## src/crt_consts.vh

```
/*
 constants of the raster timing controller: register indices, field
 positions, mode codes and the two mask-stored screen formats.
 assumes inclusion by bare name from every design file that needs it.
*/
// Contract
// refresh address output is 14 bits wide, reaching 16K locations.
// scan-line address output is 5 bits, up to 32 lines per row.
// cursor output is high exactly while the cursor is displayed.
// writes are accepted only while chip select is low.
// select 0 writes the index register, select 1 the indexed data register.
// processor writes the index first, then the data, chip select low both times.
// writes need the write line low; data lines are never driven.
// data and register select are captured on enable's falling edge.
// raster counters advance once per character clock.
// format select low picks format 0, high picks format 1.
// reset loads start address, homes counters, drives other outputs low.
// reset leaves every stored register unchanged.
// display resumes at once when reset is released.
// index register is 5 bits; writable registers are write only.
// horizontal total sets the full line period in character times.
// horizontal enable lasts displayed count; sync starts at sync position.
// horizontal sync width is the low four bits, never zero.
// vertical sync width is the high four bits, zero meaning 16.
// frame is total rows plus adjust scan lines.
// vertical enable covers displayed rows from the top.
// vertical sync starts at stored row position.
// interlace field picks normal, interlaced sync, or sync and video.
// start address is high six and low eight bits; counter starts there.
// cursor address is high six and low eight bits.
// display enable is horizontal enable and vertical enable.
// indices 12 to 15 select start high, start low, cursor high, cursor low.
// cursor when address matches and line in range; blink per mode.
`ifndef CRT_CONSTS_VH
`define CRT_CONSTS_VH
`define CRT_IDX_START_HI 5'h0c
`define CRT_IDX_START_LO 5'h0d
`define CRT_IDX_CURS_HI 5'h0e
`define CRT_IDX_CURS_LO 5'h0f
`define CRT_IDX_W 5
`define CRT_ADDR_W 14
`define CRT_ROW_W 5
`define CRT_HSW_LSB 0
`define CRT_VSW_LSB 4
`define CRT_ILACE_NORMAL 2'h0
`define CRT_ILACE_SYNC 2'h1
`define CRT_ILACE_VIDEO 2'h3
`define CRT_CMODE_STEADY 2'h0
`define CRT_CMODE_OFF 2'h1
`define CRT_CMODE_FAST 2'h2
`define CRT_CMODE_SLOW 2'h3
`define CRT_BLINK_FAST_BIT 3
`define CRT_BLINK_SLOW_BIT 4
// format 0: 80x25 text, 8 line rows
`define CRT_F0_HTOTAL 8'h63
`define CRT_F0_HDISP 8'h50
`define CRT_F0_HSPOS 8'h52
`define CRT_F0_SYNCW 8'h2c
`define CRT_F0_VTOTAL 7'h1f
`define CRT_F0_VADJ 5'h06
`define CRT_F0_VDISP 7'h19
`define CRT_F0_VSPOS 7'h1c
`define CRT_F0_ILACE 2'h0
`define CRT_F0_MAXLINE 5'h07
`define CRT_F0_CSTART 5'h06
`define CRT_F0_CEND 5'h07
`define CRT_F0_CMODE 2'h3
// format 1: 64x16 text, 12 line rows
`define CRT_F1_HTOTAL 8'h4f
`define CRT_F1_HDISP 8'h40
`define CRT_F1_HSPOS 8'h44
`define CRT_F1_SYNCW 8'h46
`define CRT_F1_VTOTAL 7'h19
`define CRT_F1_VADJ 5'h02
`define CRT_F1_VDISP 7'h10
`define CRT_F1_VSPOS 7'h16
`define CRT_F1_ILACE 2'h1
`define CRT_F1_MAXLINE 5'h0b
`define CRT_F1_CSTART 5'h00
`define CRT_F1_CEND 5'h0b
`define CRT_F1_CMODE 2'h0
`endif

```

## src/crt_format_rom.v

```verilog
/*
 mask-stored screen format: two fixed parameter sets, one picked by a
 level. outputs registered; assumes the select is already synchronised.
*/
`include "crt_consts.vh"
module crt_format_rom (
	input wire ref_clk,
	input wire sel,
	output reg [7:0] horiz_total,
	output reg [7:0] horiz_displayed,
	output reg [7:0] hsync_position,
	output reg [7:0] sync_widths,
	output reg [6:0] vert_total,
	output reg [4:0] vert_total_adjust,
	output reg [6:0] vert_displayed,
	output reg [6:0] vsync_position,
	output reg [1:0] interlace_select,
	output reg [4:0] max_line,
	output reg [4:0] cursor_start,
	output reg [4:0] cursor_end,
	output reg [1:0] cursor_mode
);
	// no reset: stored formats are untouched by raster reset
	always @(posedge ref_clk) begin
		if (sel) begin
			horiz_total <= `CRT_F1_HTOTAL;
			horiz_displayed <= `CRT_F1_HDISP;
			hsync_position <= `CRT_F1_HSPOS;
			sync_widths <= `CRT_F1_SYNCW;
			vert_total <= `CRT_F1_VTOTAL;
			vert_total_adjust <= `CRT_F1_VADJ;
			vert_displayed <= `CRT_F1_VDISP;
			vsync_position <= `CRT_F1_VSPOS;
			interlace_select <= `CRT_F1_ILACE;
			max_line <= `CRT_F1_MAXLINE;
			cursor_start <= `CRT_F1_CSTART;
			cursor_end <= `CRT_F1_CEND;
			cursor_mode <= `CRT_F1_CMODE;
		end else begin
			horiz_total <= `CRT_F0_HTOTAL;
			horiz_displayed <= `CRT_F0_HDISP;
			hsync_position <= `CRT_F0_HSPOS;
			sync_widths <= `CRT_F0_SYNCW;
			vert_total <= `CRT_F0_VTOTAL;
			vert_total_adjust <= `CRT_F0_VADJ;
			vert_displayed <= `CRT_F0_VDISP;
			vsync_position <= `CRT_F0_VSPOS;
			interlace_select <= `CRT_F0_ILACE;
			max_line <= `CRT_F0_MAXLINE;
			cursor_start <= `CRT_F0_CSTART;
			cursor_end <= `CRT_F0_CEND;
			cursor_mode <= `CRT_F0_CMODE;
		end
	end
endmodule

```

## src/crt_bus_write.v

```verilog
/*
 processor write port: synchronises the strobe pins, catches the falling
 edge of enable and writes index or indexed data register. write only.
 assumes the bus pins are asynchronous to ref_clk.
*/
`include "crt_consts.vh"
module crt_bus_write (
	input wire ref_clk,
	input wire cs_n,
	input wire reg_sel,
	input wire wr_n,
	input wire bus_en,
	input wire [7:0] data_in,
	output reg [`CRT_ADDR_W-1:0] start_addr,
	output reg [`CRT_ADDR_W-1:0] cursor_addr
);
	reg [3:0] sync1;
	reg [3:0] sync2;
	reg [7:0] data1;
	reg [7:0] data2;
	reg en_prev;
	reg [`CRT_IDX_W-1:0] register_index_select;
	wire en_fall;
	wire take;

	// two-stage synchronisers; register contents deliberately have no reset
	always @(posedge ref_clk) begin
		sync1 <= {bus_en, reg_sel, wr_n, cs_n};
		sync2 <= sync1;
		data1 <= data_in; // data lines gated by enable below, never driven
		data2 <= data1;
		en_prev <= sync2[3];
	end

	assign en_fall = en_prev & ~sync2[3];
	assign take = en_fall & ~sync2[0] & ~sync2[1]; // see R4

	// index or data write; data setup far exceeds sync lag of the strobe
	always @(posedge ref_clk) begin
		if (take) begin
			if (!sync2[2]) begin
				register_index_select <= data2[`CRT_IDX_W-1:0]; // see R5
			end else begin
				case (register_index_select)
				`CRT_IDX_START_HI: start_addr[13:8] <= data2[5:0];
				`CRT_IDX_START_LO: start_addr[7:0] <= data2;
				`CRT_IDX_CURS_HI: cursor_addr[13:8] <= data2[5:0];
				`CRT_IDX_CURS_LO: cursor_addr[7:0] <= data2;
				default: ;
				endcase
			end
		end
	end
endmodule

```

## src/crt_raster_timing.v

```verilog
/*
 raster timing controller top: horizontal, scan-line, vertical and linear
 address counters, sync and enable flags, cursor and interlace handling.
 assumes ref_clk is the character-rate clock; nrst is a synchronous
 system reset, raster_reset_n an asynchronous pin.
*/
`include "crt_consts.vh"
module crt_raster_timing (
	input wire ref_clk,
	input wire nrst,
	input wire raster_reset_n,
	input wire format_select,
	input wire cs_n,
	input wire reg_sel,
	input wire wr_n,
	input wire bus_en,
	input wire [7:0] data_in,
	output reg [`CRT_ADDR_W-1:0] refresh_addr,
	output reg [`CRT_ROW_W-1:0] scanline_addr,
	output reg hsync,
	output reg vsync,
	output reg display_en,
	output reg cursor
);
	localparam ST_ROWS = 2'b01;
	localparam ST_ADJ = 2'b10;

	wire [7:0] horiz_total;
	wire [7:0] horiz_displayed;
	wire [7:0] hsync_position;
	wire [7:0] sync_widths;
	wire [6:0] vert_total;
	wire [4:0] vert_total_adjust;
	wire [6:0] vert_displayed;
	wire [6:0] vsync_position;
	wire [1:0] interlace_select;
	wire [4:0] max_line;
	wire [4:0] cursor_start;
	wire [4:0] cursor_end;
	wire [1:0] cursor_mode;
	wire [`CRT_ADDR_W-1:0] start_addr;
	wire [`CRT_ADDR_W-1:0] cursor_addr;

	reg [1:0] pin_sync;
	reg [1:0] res_sync;
	reg [7:0] hcount;
	reg [3:0] hs_count;
	reg [4:0] line;
	reg [6:0] row;
	reg [4:0] adj_count;
	reg [4:0] vs_count;
	reg [1:0] vstate;
	reg [`CRT_ADDR_W-1:0] row_base;
	reg [`CRT_ADDR_W-1:0] addr;
	reg h_de;
	reg v_de;
	reg field;
	reg [4:0] frame_count;
	reg next_v_de;
	reg [4:0] next_vs_count;
	wire in_reset;
	wire line_end;
	wire row_end;
	wire frame_end;
	wire [4:0] vsync_width;
	wire [4:0] eff_line;
	wire shift_vs;
	wire half_line;
	reg blink_on;
	reg vs_line;

	// either interlace mode toggles the field every frame
	function is_interlaced;
		input [1:0] mode;
		begin
			is_interlaced = (mode != `CRT_ILACE_NORMAL);
		end
	endfunction

	// sync and video mode steps lines by two with the field as lowest bit
	function is_video;
		input [1:0] mode;
		begin
			is_video = (mode == `CRT_ILACE_VIDEO);
		end
	endfunction

	crt_format_rom u_rom (
		.ref_clk(ref_clk),
		.sel(pin_sync[1]),
		.horiz_total(horiz_total),
		.horiz_displayed(horiz_displayed),
		.hsync_position(hsync_position),
		.sync_widths(sync_widths),
		.vert_total(vert_total),
		.vert_total_adjust(vert_total_adjust),
		.vert_displayed(vert_displayed),
		.vsync_position(vsync_position),
		.interlace_select(interlace_select),
		.max_line(max_line),
		.cursor_start(cursor_start),
		.cursor_end(cursor_end),
		.cursor_mode(cursor_mode)
	);

	crt_bus_write u_bus (
		.ref_clk(ref_clk),
		.cs_n(cs_n),
		.reg_sel(reg_sel),
		.wr_n(wr_n),
		.bus_en(bus_en),
		.data_in(data_in),
		.start_addr(start_addr),
		.cursor_addr(cursor_addr)
	);

	// format pin and raster reset pin enter through two flip-flops
	always @(posedge ref_clk) begin
		if (!nrst) begin
			pin_sync <= 2'h0;
			res_sync <= 2'h0;
		end else begin
			pin_sync <= {pin_sync[0], format_select};
			res_sync <= {res_sync[0], raster_reset_n};
		end
	end

	// either reset holds the raster home until two clocks after release, while res_sync refills
	assign in_reset = ~nrst | ~res_sync[1]; // see R11

	// zero-based compare: a total of n gives n+1 characters per line
	assign line_end = (hcount == horiz_total);
	// interlace sync and video steps lines by two, so ends one earlier
	assign row_end = is_video(interlace_select) ?
		(line >= max_line - 5'h01) : (line == max_line);
	// an adjust of n gives exactly n extra lines, adj_count running 0..n-1
	assign frame_end = (vstate == ST_ADJ) ? (adj_count == vert_total_adjust - 5'h01) :
		(row_end && row == vert_total && vert_total_adjust == 5'h00);
	assign vsync_width = (sync_widths[7:4] == 4'h0) ? 5'h10 :
		{1'b0, sync_widths[7:4]};
	assign eff_line = is_video(interlace_select) ? (line | {4'h0, field}) : line;
	// odd fields of the interlace modes move vsync by half a line
	assign shift_vs = field & is_interlaced(interlace_select);
	assign half_line = (hcount == {1'b0, horiz_total[7:1]});

	// blink rates from the frame counter; off mode keeps the cursor dark
	always @* begin
		case (cursor_mode)
		`CRT_CMODE_STEADY: blink_on = 1'b1;
		`CRT_CMODE_FAST: blink_on = frame_count[`CRT_BLINK_FAST_BIT];
		`CRT_CMODE_SLOW: blink_on = frame_count[`CRT_BLINK_SLOW_BIT];
		default: blink_on = 1'b0;
		endcase
	end

	// horizontal counter, enable and sync
	always @(posedge ref_clk) begin
		if (in_reset) begin
			hcount <= 8'h00;
			h_de <= 1'b1;
			hs_count <= 4'h0;
			hsync <= 1'b0;
		end else begin
			hcount <= line_end ? 8'h00 : hcount + 8'h01;
			if (line_end) begin
				h_de <= 1'b1;
			end else if (hcount + 8'h01 == horiz_displayed) begin
				h_de <= 1'b0;
			end
			// width zero is illegal and would give no pulse at all
			if (hcount == hsync_position && sync_widths[3:0] != 4'h0) begin
				hsync <= 1'b1;
				hs_count <= sync_widths[3:0] - 4'h1;
			end else if (hs_count != 4'h0) begin
				hs_count <= hs_count - 4'h1;
			end else begin
				hsync <= 1'b0;
			end
		end
	end

	// vertical enable and sync width for the next line
	always @* begin
		next_v_de = v_de;
		next_vs_count = vs_count;
		if (frame_end) begin
			next_v_de = (vert_displayed != 7'h00);
		end else if (row_end && row + 7'h01 == vert_displayed) begin
			next_v_de = 1'b0;
		end
		if (row_end && vstate == ST_ROWS && row + 7'h01 == vsync_position) begin
			next_vs_count = vsync_width;
		end else if (vs_count != 5'h00) begin
			next_vs_count = vs_count - 5'h01;
		end
	end

	// scan line, row, adjust, field and frame counters at line end
	always @(posedge ref_clk) begin
		if (in_reset) begin
			line <= 5'h00;
			row <= 7'h00;
			adj_count <= 5'h00;
			vstate <= ST_ROWS;
			v_de <= 1'b1;
			vs_count <= 5'h00;
			vs_line <= 1'b0;
			field <= 1'b0;
			frame_count <= 5'h00;
		end else if (line_end) begin
			v_de <= next_v_de;
			vs_count <= next_vs_count;
			vs_line <= (next_vs_count != 5'h00); // line-aligned sync flag
			if (frame_end) begin
				line <= 5'h00;
				row <= 7'h00;
				adj_count <= 5'h00;
				vstate <= ST_ROWS;
				// field toggles only in the interlaced modes
				field <= is_interlaced(interlace_select) ? ~field : 1'b0;
				frame_count <= frame_count + 5'h01;
			end else begin
				case (vstate)
				ST_ROWS: begin
					if (row_end) begin
						line <= 5'h00;
						if (row == vert_total) begin
							vstate <= ST_ADJ;
						end else begin
							row <= row + 7'h01;
						end
					end else if (is_video(interlace_select)) begin
						line <= line + 5'h02;
					end else begin
						line <= line + 5'h01;
					end
				end
				ST_ADJ: begin
					adj_count <= adj_count + 5'h01;
					line <= line + 5'h01;
				end
				default: vstate <= ST_ROWS;
				endcase
			end
		end
	end

	// vsync output: at line end, or half a line late in odd interlaced fields
	always @(posedge ref_clk) begin
		if (in_reset) begin
			vsync <= 1'b0;
		end else if (shift_vs) begin
			if (half_line) begin
				vsync <= vs_line;
			end
		end else if (line_end) begin
			vsync <= (next_vs_count != 5'h00);
		end
	end

	// linear address counter: row base advances by displayed count per row
	always @(posedge ref_clk) begin
		if (in_reset) begin
			row_base <= start_addr;
			addr <= start_addr;
		end else if (line_end) begin
			if (frame_end) begin
				row_base <= start_addr;
				addr <= start_addr;
			end else if (row_end && vstate == ST_ROWS) begin
				row_base <= row_base + {6'h00, horiz_displayed};
				addr <= row_base + {6'h00, horiz_displayed};
			end else begin
				addr <= row_base;
			end
		end else begin
			addr <= addr + 14'h0001; // wraps through the 16K block
		end
	end

	// registered outputs
	always @(posedge ref_clk) begin
		if (in_reset) begin
			refresh_addr <= start_addr; // see R11
			scanline_addr <= 5'h00;
			display_en <= 1'b0;
			cursor <= 1'b0;
		end else begin
			refresh_addr <= addr;
			scanline_addr <= eff_line;
			display_en <= h_de & v_de;
			cursor <= h_de & v_de & (addr == cursor_addr) & blink_on &
				(eff_line >= cursor_start) & (eff_line <= cursor_end); // see R3 see R27
		end
	end
endmodule

```

## config.mk

```make
export PLATFORM = sky130hd
export DESIGN_NAME = crt_raster_timing
export DESIGN_NICKNAME = d
export VERILOG_FILES = /design/src/crt_format_rom.v /design/src/crt_bus_write.v /design/src/crt_raster_timing.v
export VERILOG_INCLUDE_DIRS = /design/src
export SDC_FILE = /design/constraint.sdc
export NUM_CORES = 1
export LEC_CHECK = 0
export ABC_AREA = 1
export BUFFER_PORTS_ARGS = -buffer_cell sky130_fd_sc_hd__buf_2
export CAP_MARGIN = 20
export CORE_UTILIZATION = 60
export DETAILED_ROUTE_END_ITERATION = 6
export GPL_TIMING_DRIVEN = 1
export PLACE_DENSITY_LB_ADDON = 0.05
export SYNTH_ARGS = -nofsm -noshare
export SYNTH_HDL_FRONTEND = slang
export SYNTH_SLANG_ARGS = --single-unit
export TNS_END_PERCENT = 30
```

## constraint.sdc

```tcl
create_clock -name ref_clk -period 2.9 [get_ports ref_clk]
set_input_delay 0.145 -clock ref_clk [delete_from_list [all_inputs] [get_ports ref_clk]]
set_output_delay 0.145 -clock ref_clk [all_outputs]
set_load 0.01 [all_outputs]
```

==> flow_summary.ini <==
[outcome]
status = finished clean

[drt]
met2_length_um = 7340
vias_per_cell = 5.42
topRoutingLayerUsed = met4
firstDrtPassIters = 7
first_iter_violations = 328
vias = 5245
drcViolationCount = 0
wl_um = 14400
wl_per_cell_um = 14.8
ant_nets = 0
wl_met3_um = 647
wl_met1_um = 6010

[sta]
finalHoldViolations = 0
layout_worst_path_cycle_share_pct = 79.3
fmax_mhz = 435
rsz0062_at_grt = no
worst_pin_slew_ns = 0.897
timing.hold.ws_ns = 0.327
final.setup_skew_ns = 0.00387
slew_violations = 0
finalSetupTns_ns = 0
max_slew_margin_pct = 39.7
layout_min_cycle_time_ns = 2.30
setup_viol = 0

[critical_path]
reg2reg_depth = 11
crit_start = u_rom.hsync_position[2]
critical_path_class = register to register
crit_arrival_ns = 2.61
ff2ff_setup_slack_ns = 0.60
start_kind = register
crit_end = addr[11]
reg2reg_from = u_rom.hsync_position[2]
crit_required_ns = 3.21
crit_path_max_fanout = 7
cp-end-kind = register
reg2reg_to = addr[11]

[yosys]
ys_seq_area_share_pct = 53.4
avgSynthCellArea_um2 = 9.19
synth_area_um2 = 6880
synth_edf_count = 47
async_flop_share_pct = 0
syn_nets = 784
synthCells = 748
synthDistinctLibCells = 58
ys_warn_count = 0
ys_ff_latch = 160
synth-main-ff-cell = dfxtp_1

[grt]
grt_pass1_vias = 5151
grt_first_pass_wirelength_um = 23600
grt_usage_pct = 26.4
overflow = 0
antenna_found_initial = 0
grt_max_degree = 46

[placement]
place_area_um2 = 7210
io_buffers = 38
dp_hpwl_um = 10100
place_congestion = 0.908

[floorplan]
ios = 39
die_w_um = 109
initial_core_util_pct = 62.6
die_h_um = 109
core_region_area_um2 = 11000
dieArea_um2 = 11900
num_rows = 38

[pwr]
p_sw_share_pct = 21.3
p_int_mw = 3.60
pwr-share-comb_pct = 2.8
power_density_nw_per_um2 = 577
p_sw_uw = 975
p_leak_nw = 3.35
total_power_mw = 4.58
pwr-share-clk_pct = 45.4
peakVddDrop_mv = 0.573
seqPwrFrac_pct = 51.8

[clock_network]
insertion_delay_ns = 0.42
cts_made_buffers = 17
cts_num_sinks = 160
post_cts_buffers = 0
clk_path_buf_depth = 2
clk_pin_slew_ns = 0.06
cts-root-buf = clkbuf_16
htreeDepth = 4
cts_tree = yes
post_cts_resized = 0
cts_hold_buf = 17

[cells_and_area]
post-route-util_pct = 72.3
seqCellArea_um2 = 3670
final_common_cell = nand2_1
area_growth_pct = 15.5
fin_nets = 851
final_cell_area_um2 = 7940
mostFrequentLayoutCells = nand2_1, dfxtp_1, inv_1
drive_gt1_share_pct = 15.6
multi_input_area_um2 = 2720
diodes = 0
fillers = 827

[run]
cap_violations = 0

[hold_path]
min_path_type = register to register
min_from = u_bus.data1[2]
## cell usage after synthesis (2+ instances only)
| master | instances | share of area [%] |
|---|---|---|
| nor2_4 | 5 | 0.82 |
| a21oi_2 | 2 | 0.25 |
| buf_4 | 5 | 0.55 |
| o21ai_1 | 13 | 0.95 |
| a31oi_1 | 5 | 0.45 |
| nand3b_1 | 2 | 0.22 |
| o32ai_1 | 4 | 0.51 |
| xnor2_1 | 11 | 1.4 |
| nand3_1 | 38 | 2.8 |
| nor3b_2 | 3 | 0.55 |
| ha_1 | 20 | 3.6 |
| nand4_4 | 2 | 0.62 |
| o211a_1 | 2 | 0.29 |
| inv_1 | 92 | 5.0 |
| o22ai_1 | 3 | 0.27 |
| clkbuf_1 | 4 | 0.22 |
| nor2_2 | 7 | 0.64 |
| nor3_1 | 13 | 0.95 |
| o22ai_2 | 3 | 0.55 |
| dfxtp_1 | 113 | 33 |
| xor2_1 | 20 | 2.5 |
| or2_2 | 3 | 0.27 |
| nand2_4 | 2 | 0.33 |
| o21ai_2 | 2 | 0.25 |
| inv_2 | 11 | 0.60 |
| nor3_2 | 2 | 0.29 |
| o21ai_0 | 31 | 2.3 |
| nand2_1 | 133 | 7.3 |
| nor2_1 | 70 | 3.8 |
| nor4_1 | 3 | 0.27 |
| nand2_2 | 4 | 0.36 |
| a21oi_1 | 27 | 2.0 |
| o211ai_1 | 5 | 0.55 |
| nand3_2 | 2 | 0.29 |
| buf_2 | 2 | 0.15 |
| o21bai_1 | 4 | 0.44 |
| edfxtp_1 | 47 | 21 |
| nand4_1 | 13 | 1.2 |
## flip-flops by register name, indices dropped and copies added, names as in the netlist, 4 cells and up
name,cells
addr,14
refresh_addr,14
row_base,14
u_bus.cursor_addr,14
u_bus.start_addr,14
hcount,8
u_bus.data1,8
u_bus.data2,8
row,7
adj_count,5
frame_count,5
line,5
scanline_addr,5
u_bus.register_index_select,5
vs_count,5
hs_count,4
u_bus.sync1,4
u_bus.sync2,4
## area by class of cell
type | count | share of cell area (%)
tap | 140 | 2.21
timing repair buffer | 61 | 5.11
clock inverter | 12 | 1.45
clock buffer | 20 | 5.63
inverter | 105 | 5.06
multi-input combinational | 470 | 34.3
sequential | 160 | 46.3
## per-stage QoR
step / setup slack [ns] / std cells
after floorplan: 0.792 / 748
after CTS: 0.616 / 968
final: 0.601 / 968
after global routing: 0.385 / 968
after detailed placement: 0.628 / 919
after global placement: 0.736 / 919
## power by group through the flow
stage	clock network, mW	logic (mW)	registers (mW)
2_1_floorplan	0	0.0729	2.41
3_3_place_gp	0	0.104	2.42
3_5_place_dp	0	0.107	2.42
4_1_cts	2.11	0.125	2.37
5_1_grt	2.20	0.141	2.37
6_report	2.08	0.126	2.37
## worst max-delay path, cell delays in order, from the launching register on
cell     delay (ns)
dfxtp_1        0.46
inv_2          0.11
ha_1           0.36
nand4_4        0.16
nor2_4         0.21
nand3_1        0.14
nor2_2         0.16
nand2_1        0.09
xor2_1         0.22
o21ai_2        0.08
o21ai_1        0.13
inv_1          0.06
## per-layer routing
| metal | vias up | track usage, % |
|---|---|---|
| li1 | 2621 | - |
| met1 | 2447 | 29.4 |
| met2 | 149 | 47.3 |
| met3 | 28 | 4.96 |
| met4 | 0 | 14.6 |
| met5 | - | 0 |
## kinds of logic (layout without fill, tap and decap cells)
logic type / count (synthesis) / count (layout) / share of synthesized area [%]
flops: 160 / 160 / 53.4
xor+xnor: 32 / 32 / 4.19
simple gates: 305 / 305 / 21.4
fa+ha+maj: 20 / 20 / 3.64
compound gates: 113 / 113 / 10.4
buf+inv: 118 / 198 / 6.97
## how the worst min path moves through the flow
stage | end | slack, ns | cells past startpoint
after floorplan | u_bus.data1[0] | 0.17 | 0
after global placement | u_bus.sync1[3] | 0.25 | 1
after detailed placement | u_bus.data1[1] | 0.25 | 1
after CTS | u_bus.data2[2] | 0.33 | 0
after global routing | u_bus.data2[2] | 0.33 | 0
final | u_bus.data2[2] | 0.33 | 0
(Power assumes the default switching activity.)
